File: config.mk
export PLATFORM = sky130hd
export DESIGN_NAME = supply_pulse_fuse_programmer
export DESIGN_NICKNAME = d
export VERILOG_FILES = /design/src/rtl/fuse_prog_pkg.sv /design/src/rtl/supply_pulse_fuse_programmer.sv /design/src/rtl/pulse_classifier.sv /design/src/rtl/fuse_bank.sv
export VERILOG_INCLUDE_DIRS = /design/src /design/src/rtl
export SDC_FILE = /design/constraint.sdc
export NUM_CORES = 1
export LEC_CHECK = 0
export BUFFER_PORTS_ARGS = -buffer_cell sky130_fd_sc_hd__buf_2
export CORE_MARGIN = 8
export CORE_UTILIZATION = 45
export CTS_BUF_LIST = sky130_fd_sc_hd__clkbuf_8
export CTS_CLUSTER_SIZE = 16
export DETAILED_ROUTE_END_ITERATION = 10
export PLACE_DENSITY = 0.72
export SETUP_SLACK_MARGIN = 0.2
export SYNTH_ARGS = -nofsm -noshare
export SYNTH_HDL_FRONTEND = slang
export SYNTH_SLANG_ARGS = --single-unit
File: constraint.sdc
create_clock -name MCLK -period 5.3 [get_ports MCLK]
set_input_delay 1.06 -clock MCLK [delete_from_list [all_inputs] [get_ports MCLK]]
set_output_delay 1.06 -clock MCLK [all_outputs]
set_load 0.01 [all_outputs]
File: src/rtl/fuse_prog_consts.svh
// Offsets, field positions, reset values and timing counts of the programmer
`ifndef FUSE_PROG_CONSTS_SVH
`define FUSE_PROG_CONSTS_SVH

// Clock rate and pulse timing
`define CLK_MHZ 125
`define T_ACTIVE_US 20
`define T_BLOW_US 90
`define T_ACTIVE_CYC (`T_ACTIVE_US * `CLK_MHZ)
`define T_BLOW_CYC (`T_BLOW_US * `CLK_MHZ)

// Register keys and the blow mode key
`define KEY_TRIM_UP 4'h0
`define KEY_TRIM_DOWN 4'h1
`define KEY_FUSE_CHECK 4'h7
`define KEY_BLOW_MODE 6'h09

// Field layout and codes
`define FIELD_W 6
`define FIELD_MAX 6'h3F
`define TRIM_RESET 6'h00
`define TRIM_START_CODE 6'h01
`define CHECK_LOW_CODE 6'h07
`define CHECK_HIGH_CODE 6'h0F
`define LOCK_ADDR 6'h08
`define LOCK_FUSE_POS 6

`endif

File: src/rtl/fuse_prog_pkg.sv
// Types shared by the fuse programmer modules
package fuse_prog_pkg;

    typedef struct packed {
        logic valid;
        logic high;
    } pulse_ev_s;

    typedef struct packed {
        logic req;
        logic [6:0] sel;
    } blow_req_s;

    typedef enum logic [4:0] {
        ST_IDLE = 5'h01,
        ST_KEY = 5'h02,
        ST_TRY = 5'h04,
        ST_BLOW = 5'h08,
        ST_DONE = 5'h10
    } prog_state_e;

endpackage

File: src/rtl/supply_pulse_fuse_programmer.sv
`timescale 1ns/10ps
`include "fuse_prog_consts.svh"
module supply_pulse_fuse_programmer
    import fuse_prog_pkg::*;
#(
    parameter int BLOW_CYCLES = `T_BLOW_CYC
) (
    input wire logic MCLK,
    input wire logic RST,
    input wire logic SUPPLY_ABOVE_MID,
    input wire logic SUPPLY_ABOVE_HIGH,
    input wire logic [6:0] FUSE_SENSE,
    output logic [5:0] OPERATE_THRESHOLD,
    output logic FUSE_CHECK_LOW,
    output logic FUSE_CHECK_HIGH,
    output logic BLOW_STROBE,
    output logic [6:0] BLOW_SELECT,
    output logic LOCKED,
    output logic TRIAL_MODE,
    output logic BLOW_MODE
);

    initial begin
        if (BLOW_CYCLES <= `T_ACTIVE_CYC || BLOW_CYCLES > 65535) begin
            $error("supply_pulse_fuse_programmer: bad BLOW_CYCLES");
        end
    end

    ////////////////////////////////////////////////////////////////////
    // Helpers
    function automatic logic [5:0] sat_inc(input logic [5:0] v);
        sat_inc = (v == `FIELD_MAX) ? v : v + 6'h01;
    endfunction

    // Code to trim field; down-trim inverts
    function automatic logic [5:0] map_code(input logic [3:0] k,
                                            input logic [5:0] c);
        map_code = (k == `KEY_TRIM_DOWN) ? ~c : c;
    endfunction

    pulse_ev_s ev;
    logic blow_hit;
    blow_req_s blow_d;
    logic [6:0] fuses;
    prog_state_e state_q;
    logic [5:0] key_cnt_q, mid_cnt_q, code_q, addr_q, trial_q;
    logic [3:0] key_q;
    logic chk_low_q, chk_high_q;
    logic ev_mid, ev_high, locked, trim_key, sel_refused;
    logic [3:0] key_now;

    assign ev_mid = ev.valid && !ev.high;
    assign ev_high = ev.valid && ev.high;
    assign locked = fuses[`LOCK_FUSE_POS];
    assign key_now = (key_cnt_q > 6'h0F) ? 4'hF : key_cnt_q[3:0];
    assign trim_key = (key_q == `KEY_TRIM_UP) || (key_q == `KEY_TRIM_DOWN);
    assign sel_refused = locked && (key_now != `KEY_FUSE_CHECK);

    ////////////////////////////////////////////////////////////////////
    // Pulse decoding and fuse storage
    pulse_classifier #(
        .ACTIVE_CYCLES(`T_ACTIVE_CYC),
        .BLOW_CYCLES(BLOW_CYCLES)
    ) u_classifier (
        .clk(MCLK),
        .rst(RST),
        .above_mid(SUPPLY_ABOVE_MID),
        .above_high(SUPPLY_ABOVE_HIGH),
        .ev(ev),
        .blow_hit(blow_hit)
    );

    fuse_bank u_fuses (
        .clk(MCLK),
        .rst(RST),
        .sense(FUSE_SENSE),
        .blow(blow_d),
        .fuses(fuses),
        .strobe(BLOW_STROBE),
        .select(BLOW_SELECT)
    );

    ////////////////////////////////////////////////////////////////////
    // Sequence state
    always_ff @(posedge MCLK) begin
        if (RST) begin
            state_q <= ST_IDLE;
        end else begin
            unique case (state_q)
                ST_IDLE: begin
                    if (ev_high) begin
                        state_q <= ST_KEY;
                    end
                end
                ST_KEY: begin
                    if (ev_high) begin
                        state_q <= sel_refused ? ST_DONE : ST_TRY;
                    end
                end
                ST_TRY: begin
                    if (ev_high) begin
                        if (mid_cnt_q == `KEY_BLOW_MODE &&
                            (trim_key || key_q == `KEY_FUSE_CHECK)) begin
                            state_q <= ST_BLOW;
                        end else begin
                            state_q <= ST_DONE;
                        end
                    end
                end
                ST_BLOW: begin
                    if (blow_hit) begin
                        state_q <= ST_DONE;
                    end
                end
                ST_DONE: begin
                    state_q <= ST_DONE;
                end
                default: begin
                    state_q <= ST_IDLE;
                end
            endcase
        end
    end

    // Mid pulses between the selection highs
    always_ff @(posedge MCLK) begin
        if (RST || state_q == ST_IDLE) begin
            key_cnt_q <= 6'h00;
        end else if (state_q == ST_KEY && ev_mid) begin
            key_cnt_q <= sat_inc(key_cnt_q);
        end
    end

    // Latched key; no mids gives key zero
    always_ff @(posedge MCLK) begin
        if (RST) begin
            key_q <= 4'h0;
        end else if (state_q == ST_KEY && ev_high) begin
            key_q <= key_now;
        end
    end

    // Mids after selection, used for mode key
    always_ff @(posedge MCLK) begin
        if (RST || state_q == ST_KEY) begin
            mid_cnt_q <= 6'h00;
        end else if (state_q == ST_TRY && ev_mid) begin
            mid_cnt_q <= sat_inc(mid_cnt_q);
        end
    end

    ////////////////////////////////////////////////////////////////////
    // Trial code and applied trial field
    always_ff @(posedge MCLK) begin
        if (RST) begin
            code_q <= 6'h00;
        end else if (state_q == ST_KEY && ev_high) begin
            if (key_now == `KEY_TRIM_UP || key_now == `KEY_TRIM_DOWN) begin
                code_q <= `TRIM_START_CODE;
            end else begin
                code_q <= 6'h00;
            end
        end else if (state_q == ST_TRY && ev_mid) begin
            code_q <= sat_inc(code_q);
        end
    end

    always_ff @(posedge MCLK) begin
        if (RST) begin
            trial_q <= `TRIM_RESET;
        end else if (state_q == ST_KEY && ev_high && !sel_refused &&
                     (key_now == `KEY_TRIM_UP ||
                      key_now == `KEY_TRIM_DOWN)) begin
            trial_q <= map_code(key_now, `TRIM_START_CODE);
        end else if (state_q == ST_TRY && ev_mid && trim_key) begin
            trial_q <= map_code(key_q, sat_inc(code_q));
        end
    end

    // Fuse check levels while key 7 is tried
    always_ff @(posedge MCLK) begin
        if (RST) begin
            chk_low_q <= 1'b0;
            chk_high_q <= 1'b0;
        end else begin
            chk_low_q <= state_q == ST_TRY &&
                key_q == `KEY_FUSE_CHECK &&
                code_q == `CHECK_LOW_CODE;
            chk_high_q <= state_q == ST_TRY &&
                key_q == `KEY_FUSE_CHECK &&
                code_q == `CHECK_HIGH_CODE;
        end
    end

    ////////////////////////////////////////////////////////////////////
    // Blow addressing, one-hot shift
    always_ff @(posedge MCLK) begin
        if (RST || state_q != ST_BLOW) begin
            addr_q <= 6'h00;
        end else if (ev_mid) begin
            addr_q <= (addr_q == 6'h00) ? 6'h01 : addr_q << 1;
        end
    end

    // One blow per sequence, gated by register and lock
    always_comb begin
        blow_d = '0;
        if (state_q == ST_BLOW && blow_hit && addr_q != 6'h00) begin
            if (trim_key) begin
                blow_d.req = 1'b1;
                blow_d.sel = {1'b0, addr_q};
            end else if (addr_q == `LOCK_ADDR && !locked) begin
                blow_d.req = 1'b1;
                blow_d.sel = 7'h40;
            end
        end
    end

    ////////////////////////////////////////////////////////////////////
    // Outputs
    always_ff @(posedge MCLK) begin
        if (RST) begin
            OPERATE_THRESHOLD <= `TRIM_RESET;
            LOCKED <= 1'b0;
            TRIAL_MODE <= 1'b0;
            BLOW_MODE <= 1'b0;
        end else begin
            OPERATE_THRESHOLD <= trial_q | fuses[5:0];
            LOCKED <= locked;
            TRIAL_MODE <= state_q == ST_TRY;
            BLOW_MODE <= state_q == ST_BLOW;
        end
    end

    assign FUSE_CHECK_LOW = chk_low_q;
    assign FUSE_CHECK_HIGH = chk_high_q;
endmodule // supply_pulse_fuse_programmer

File: src/rtl/pulse_classifier.sv
// Supply level synchroniser and pulse width classifier
`timescale 1ns/10ps
`include "fuse_prog_consts.svh"
module pulse_classifier
    import fuse_prog_pkg::*;
#(
    parameter int ACTIVE_CYCLES = `T_ACTIVE_CYC,
    parameter int BLOW_CYCLES = `T_BLOW_CYC
) (
    input wire logic clk,
    input wire logic rst,
    input wire logic above_mid,
    input wire logic above_high,
    output pulse_ev_s ev,
    output logic blow_hit
);

    initial begin
        if (ACTIVE_CYCLES < 2 || BLOW_CYCLES <= ACTIVE_CYCLES ||
            BLOW_CYCLES > 65535) begin
            $error("pulse_classifier: bad cycle counts");
        end
    end

    localparam logic [15:0] ACT_N = 16'(ACTIVE_CYCLES);
    localparam logic [15:0] BLOW_N = 16'(BLOW_CYCLES);

    logic mid_meta_q, mid_s_q, high_meta_q, high_s_q;
    logic [15:0] act_cnt_q, hi_cnt_q;
    pulse_ev_s ev_q;
    logic blow_hit_q;
    logic lvl_low;

    ////////////////////////////////////////////////////////////////////
    // Two-stage synchronisers on the comparator outputs
    always_ff @(posedge clk) begin
        if (rst) begin
            mid_meta_q <= 1'b0;
            mid_s_q <= 1'b0;
            high_meta_q <= 1'b0;
            high_s_q <= 1'b0;
        end else begin
            mid_meta_q <= above_mid;
            mid_s_q <= mid_meta_q;
            high_meta_q <= above_high;
            high_s_q <= high_meta_q;
        end
    end

    assign lvl_low = !mid_s_q && !high_s_q;

    ////////////////////////////////////////////////////////////////////
    // Width counters, saturating
    always_ff @(posedge clk) begin
        if (rst || lvl_low) begin
            act_cnt_q <= 16'h0000;
        end else if (act_cnt_q != 16'hFFFF) begin
            act_cnt_q <= act_cnt_q + 16'h0001;
        end
    end

    always_ff @(posedge clk) begin
        if (rst || !high_s_q) begin
            hi_cnt_q <= 16'h0000;
        end else if (hi_cnt_q != 16'hFFFF) begin
            hi_cnt_q <= hi_cnt_q + 16'h0001;
        end
    end

    ////////////////////////////////////////////////////////////////////
    // Event on return to low; short excursions dropped
    always_ff @(posedge clk) begin
        if (rst) begin
            ev_q <= '0;
        end else begin
            ev_q.valid <= lvl_low && (act_cnt_q >= ACT_N);
            ev_q.high <= lvl_low && (hi_cnt_q >= ACT_N);
        end
    end

    // Long high level reaching the blow width
    always_ff @(posedge clk) begin
        if (rst) begin
            blow_hit_q <= 1'b0;
        end else begin
            blow_hit_q <= high_s_q && (hi_cnt_q == BLOW_N - 16'h0001);
        end
    end

    assign ev = ev_q;
    assign blow_hit = blow_hit_q;
endmodule // pulse_classifier

File: src/rtl/fuse_bank.sv
// Fuse sense capture and blow strobe driver
`timescale 1ns/10ps
`include "fuse_prog_consts.svh"
module fuse_bank
    import fuse_prog_pkg::*;
(
    input wire logic clk,
    input wire logic rst,
    input wire logic [6:0] sense,
    input blow_req_s blow,
    output logic [6:0] fuses,
    output logic strobe,
    output logic [6:0] select
);

    logic [6:0] sense_meta_q, sense_s_q, blown_q, select_q;
    logic strobe_q;

    ////////////////////////////////////////////////////////////////////
    // Sense synchroniser and local record of blows
    always_ff @(posedge clk) begin
        if (rst) begin
            sense_meta_q <= 7'h00;
            sense_s_q <= 7'h00;
        end else begin
            sense_meta_q <= sense;
            sense_s_q <= sense_meta_q;
        end
    end

    always_ff @(posedge clk) begin
        if (rst) begin
            blown_q <= 7'h00;
        end else if (blow.req) begin
            blown_q <= blown_q | blow.sel;
        end
    end

    // Blown fuses read back set until reset, then only through sense
    assign fuses = sense_s_q | blown_q;

    ////////////////////////////////////////////////////////////////////
    // Blow strobe output
    always_ff @(posedge clk) begin
        if (rst) begin
            strobe_q <= 1'b0;
            select_q <= 7'h00;
        end else begin
            strobe_q <= blow.req;
            if (blow.req) begin
                select_q <= blow.sel;
            end
        end
    end

    assign strobe = strobe_q;
    assign select = select_q;
endmodule // fuse_bank

---- Yosys cells after proc, flatten, opt, wreduce, memory -nomap -nowiden ----
Index checks and enable logic that the tools add are counted.
storage, ports and cells
  flip-flop bits (word level) ............. 118
  bits of input ports ..................... 11
  output and inout port bits .............. 19
  word-level logic and storage cells ...... 127
operators by class
  add/sub/neg operators ................... 5
  magnitude comparators ................... 3
  equality and inequality tests ........... 24
  muxes and demuxes ....................... 20
  bitwise operators ....................... 6
  reductions and logical operators ........ 42
operators with widths
  operator                                                                  number
  6-bit two-way mux                                                         8
  16-bit by 1-bit adder with 16-bit output (second input constant)          2
  16-bit by 12-bit >= comparator with 1-bit output (second input constant)  2
  16-bit != test (second input constant)                                    2
  5-bit two-way mux                                                         6
  5-bit one-hot mux with 5 select lines                                     1
  8-bit two-way mux                                                         3
  1-bit logical AND                                                         20
  6-bit by 1-bit adder with 6-bit output (second input constant)            3
  6-bit by 4-bit == test with 1-bit output (second input constant)          3
  6-bit == test (second input constant)                                     3
  16-bit by 14-bit == test with 1-bit output (second input constant)        1
  7-bit OR                                                                  2
  4-bit by 1-bit == test with 1-bit output (second input constant)          2
  4-bit zero test                                                           2
  1-bit logical OR                                                          8
  6-bit by 3-bit == test with 1-bit output (second input constant)          1
  6-bit by 4-bit > comparator with 1-bit output (second input constant)     1
  6-bit zero test                                                           1
  2-bit != test (second input constant)                                     3
  6-bit inverter                                                            1
  6-bit OR                                                                  1
  6-bit nonzero test                                                        1
  5-bit by 1-bit == test with 1-bit output (second input constant)          1
  other kinds (15)                                                          22

---- Longest topological paths before layout ----
  depth in word-level cells ............... 8
  gate-level depth with buffers ........... 7
  gate-level depth less buffers ........... 7

---- Hierarchy ----
From an unflattened synthesis, not the netlist that was laid out.
unflattened totals
  cell total of the unflattened synthesis .. 619
  area, all modules ....................... 5296.3 µm²
modules (own cells, without submodules)
  module                        times used  cells an instance  area each (µm²)  sequential area each (µm²)
  supply_pulse_fuse_programmer  1           314                2482.4           1001.0
  pulse_classifier              1           221                1889.3           780.7
  fuse_bank                     1           84                 924.6            580.6

---- Worst setup path after synthesis ----
No wires, ideal clock.
  kind .................................... reg-to-reg
  start ................................... register addr_q[1]
  end ..................................... register u_fuses.select_q[0], in the netlist u_fuses.select[0]
  setup time .............................. 0.117 ns
  arrival ................................. 1.833 ns
  required time ........................... 5.183 ns
  slack ................................... 3.350 ns
  cell stages (with the launch flop) ...... 6
  path buffers ............................ 0
  clock period less this slack ............ 1.950 ns
  path through ............................ dfxtp_1 or4_1 or4_4 a211oi_2 nor2_2 a22o_1
between the ends
  cells in the longest elaborated chain, start to end .. 5
  elaborated cells between the ends (all ways) .. 7
  those cells by class .................... eq/ne: 1; mux: 3; reduce/logical: 3
RTL lines
  item                                                RTL line                             source
  start: declaration                                  supply_pulse_fuse_programmer.sv:46   logic [5:0] key_cnt_q, mid_cnt_q, code_q, addr_q, trial_q;
  start signal: assignment                            supply_pulse_fuse_programmer.sv:201  addr_q <= (addr_q == 6'h00) ? 6'h01 : addr_q << 1;
  6-bit by 4-bit == test with 1-bit output (no line)  n/a
  1-bit logical AND                                   supply_pulse_fuse_programmer.sv:212  end else if (addr_q == `LOCK_ADDR && !locked) begin
  8-bit two-way mux                                   supply_pulse_fuse_programmer.sv:212
  8-bit two-way mux                                   supply_pulse_fuse_programmer.sv:209  if (trim_key) begin
  8-bit two-way mux *                                 supply_pulse_fuse_programmer.sv:208  if (state_q == ST_BLOW && blow_hit && addr_q != 6'h00) begin
  end signal: assignment                              fuse_bank.sv:51                      select_q <= blow.sel;
  end: declaration                                    fuse_bank.sv:16                      logic [6:0] sense_meta_q, sense_s_q, blown_q, select_q;
Mark *: on every way between the ends. The rest lies on a longest branch, timed or not.
A chain may end at the register's enable or synchronous reset.

---- Final worst setup path ----
  start ................................... register state_q[1]
  end ..................................... register trial_q[2]
between the ends
  cells in the longest elaborated chain, start to end .. 5
  elaborated cells between the ends (all ways) .. 9
  those cells by class .................... eq/ne: 2; mux: 1; reduce/logical: 6
RTL lines
  item                                                     RTL line                             source
  start: declaration                                       supply_pulse_fuse_programmer.sv:45   prog_state_e state_q;
  start signal: assignment                                 supply_pulse_fuse_programmer.sv:97   state_q <= sel_refused ? ST_DONE : ST_TRY;
  5-bit by 2-bit == test with 1-bit output                 supply_pulse_fuse_programmer.sv:171  end else if (state_q == ST_KEY && ev_high && !sel_refused &&
  1-bit logical AND (3 in series)                          supply_pulse_fuse_programmer.sv:171
  6-bit two-way mux or 2-bit nonzero test (tied branches)  n/a
  end signal: assignment                                   supply_pulse_fuse_programmer.sv:170  trial_q <= `TRIM_RESET;
  end signal: assignment                                   supply_pulse_fuse_programmer.sv:174  trial_q <= map_code(key_now, `TRIM_START_CODE);
  end signal: assignment                                   supply_pulse_fuse_programmer.sv:176  trial_q <= map_code(key_q, sat_inc(code_q));
  end: declaration                                         supply_pulse_fuse_programmer.sv:46
Parallel ways exist; a longest one is shown, timed or not.

==> key figures <==
Die
  • Die X: 123 µm
  • Rows: 39
  • Io pins: 30
  • Die extent in y: 123 µm
  • Initial core utilization: 45.5%
  • Core Area: 11300 µm²
  • Die area: 15100 µm²

Clocking
  • Worst-path clk slew: 0.07 ns
  • Hold Buf Count CTS: 0
  • CTS tree: done
  • CTS resizes: 0
  • CTS Sinks: 118
  • Worst skew pair latency: 0.43 ns
  • Clock Path Buffers: 2
  • Htree depth: 4
  • CTS root buf: clkbuf_8
  • Post-CTS Setup Bufs: 0
  • Cts bufs inserted: 17

Global routing
  • GR Overflow Total: 0
  • Initial antenna violation count: 0
  • Vias in the first global route: 3940
  • All-Layer GR Usage: 14.8%
  • First-pass GRT wire length: 18200 µm
  • Largest net degree at the start of global routing: 39

Synthesis
  • Top-area cell type share of the netlist area: 46.0%
  • Most common cell in the synthesized netlist: dfxtp_1
  • Ys flop type: dfxtp_1
  • Post-Syn Area: 5130 µm²
  • Yosys cell types: 63
  • Synthesized flop and latch total: 118
  • Sequential area share after synthesis: 46.0%
  • Area leader, netlist: dfxtp_1
  • Post-synthesis cell count: 586
  • Synth warn: 0
  • Post-Syn Nets: 606
  • Mean Syn Cell Area: 8.76 µm²
  • Number of synthesized flops with an enable pin: 0
  • Ranking of synthesized cells by area: dfxtp_1 46%, nor2_1 5.4%, xnor2_1 3.9%, a21oi_1 3.5%, nand2_1 3.5%
  • Async SR Flop Fraction: 0%
  • Synth cell count leaders: 118 x dfxtp_1, 74 x nor2_1, 48 x nand2_1

Placement
  • IO buf count: 29
  • Hpwl dp: 7430 µm
  • Placed insts: 732
  • Placement Cell Area: 5350 µm²
  • RD Place Congestion: 0.789

Pwr
  • Worst VDD drop: 0.000210 V
  • Power Dens Cells: 313 nW/µm²
  • P_leak: 0.00209 µW
  • Total Power: 1790 µW

Critical path
  • CP Max Fanout: 16
  • Worst setup EP type: register
  • Worst EP required: 5.63 ns
  • Slowest CP cell: nor3_2
  • Critical path's largest stage delay: 0.74 ns
  • Critical path cell sequence: or3b_1, nor3_2, nand3_1, or3_1, o41ai_1
  • Crit path kind: register to register
  • CP Launch Type: register
  • Worst EP arrival: 2.90 ns

Detailed routing
  • DRC: 0
  • DR pass1 iterations: 5
  • Total Wirelength: 10900 µm
  • Via-to-Cell Ratio: 5.53
  • DRT antenna net count: 0
  • DRT iter0 DRCs: 317
  • Via total after detailed routing: 4216
  • Drt wl/cell: 14.3 µm

Timing
  • Worst slew pin tran: 1.16 ns
  • Crit path time final: 2.57 ns
  • Max Slew Vio Count: 0
  • Max Fclk: 390 MHz
  • Max-slew headroom: 22.8%
  • Period utilization: 48.4%
  • Setup violators final: 0
  • Fin Hold WS: 0.437 ns
  • RSZ-0062 raised after global routing: no
  • Clock Skew: 0.00896 ns
  • Setup TNS: 0 ns
  • Final Hold Vio Count: 0

Final layout
  • Diodes inserted: 0
  • P&R area growth vs syn: 11.5%
  • Layout cells sized above 1: 12.1%
  • Non-Filler Instances: 762
  • Post-route design area: 5720 µm²
  • Nets: 628

Hold path
  • Worst hold path type: register to register

Outcome
  • Status: completed

Flow run
  • Number of max-cap violations: 0
-- critical path: cells and delay by family (launching register included) --
kind	cells	cell delay, ns
simple gates	4	1.82
flops	1	0.56
compound gates	1	0.09
-- layout by cell type, fill, tap and decap left out, types with 3 or more instances in the layout --
| master | n |
|---|---|
| a211oi_1 | 7 |
| a21oi_1 | 36 |
| a22o_1 | 6 |
| a31oi_1 | 7 |
| and2_1 | 5 |
| and3_1 | 10 |
| and4_1 | 3 |
| buf_2 | 29 |
| clkbuf_8 | 19 |
| clkinv_2 | 4 |
| dfxtp_1 | 118 |
| ha_1 | 9 |
| inv_1 | 14 |
| mux2i_1 | 11 |
| nand2_1 | 48 |
| nand2b_1 | 11 |
| nand3_1 | 23 |
| nand4_1 | 6 |
| nor2_1 | 74 |
| nor2b_1 | 23 |
| nor3_1 | 32 |
| nor3b_1 | 3 |
| nor4_1 | 6 |
| o211ai_1 | 3 |
| o21ai_0 | 15 |
| o221ai_1 | 4 |
| or2_2 | 4 |
| or3_1 | 7 |
| xnor2_1 | 23 |
| xor2_1 | 10 |
-- routing by layer --
layer | up-vias | track usage [%] | routed length (µm)
met5 | - | 0 | 0
met4 | 0 | 5.71 | 174
met3 | 18 | 4.42 | 575
met2 | 97 | 24.3 | 5200
met1 | 1990 | 18.0 | 4940
li1 | 2111 | - | -
-- power by group --
group | switching [µW] | internal, µW | total, µW
Combinational | 58.9 | 39.7 | 98.6
Sequential | 16.6 | 902 | 918
Clock | 345 | 430 | 776
-- cells by family (layout without fill, tap and decap cells) --
kind of cell	after synthesis	after routing	share of synthesized area, %
xor gates and xnor gates	33	33	5.63
DFF	118	118	46.0
muxes	11	11	2.15
and+or+nand+nor	270	270	26.8
AOI/OAI and AO/OA	106	106	14.1
buffers and inverters	39	72	3.12
adders and majority gates	9	9	2.19
-- state kept, by name, summed over array words and instances, names as in the netlist, 2 cells and up --
name / flops
u_classifier.act_cnt_q: 16
u_classifier.hi_cnt_q: 16
u_fuses.blown_q: 7
u_fuses.select: 7
u_fuses.sense_meta_q: 7
u_fuses.sense_s_q: 7
OPERATE_THRESHOLD: 6
addr_q: 6
code_q: 6
key_cnt_q: 6
mid_cnt_q: 6
trial_q: 6
state_q: 5
key_q: 4
u_classifier.ev: 2
-- final cells by class --
| type | count | area [µm²] |
|---|---|---|
| well taps | 143 | 179 |
| clock inverters | 11 | 111 |
| inverters | 12 | 45.0 |
| multi-input cells | 429 | 2610 |
| fillers | 1045 | 5550 |
| clock buffers | 19 | 262 |
| flip-flops and latches | 118 | 2360 |
| repair buffers | 30 | 153 |
-- metrics by stage --
step | worst slack [ns] | utilization (%)
2_1_floorplan | 3.35 | -
3_3_place_gp | 2.72 | 47.4
3_5_place_dp | 2.69 | 47.4
4_1_cts | 2.78 | 50.7
5_1_grt | 2.52 | 50.7
6_report | 2.73 | 50.7
-- worst paths after layout --
| path | startpoint | slack (ns) | depth (start not counted) | endpoint |
|---|---|---|---|---|
| max | state_q[1]$_SDFFE_PP0P_ | 2.73 | 5 | trial_q[2]$_SDFFE_PP0P_ |
| min | u_fuses.sense_meta_q[1]$_SDFF_PP0_ | 0.44 | 1 | u_fuses.sense_s_q[1]$_SDFF_PP0_ |
| max reg2reg | state_q[1]$_SDFFE_PP0P_ | 2.73 | 5 | trial_q[2]$_SDFFE_PP0P_ |
| min reg2reg | u_fuses.sense_meta_q[1]$_SDFF_PP0_ | 0.44 | 1 | u_fuses.sense_s_q[1]$_SDFF_PP0_ |
(Power assumes the default switching activity.)
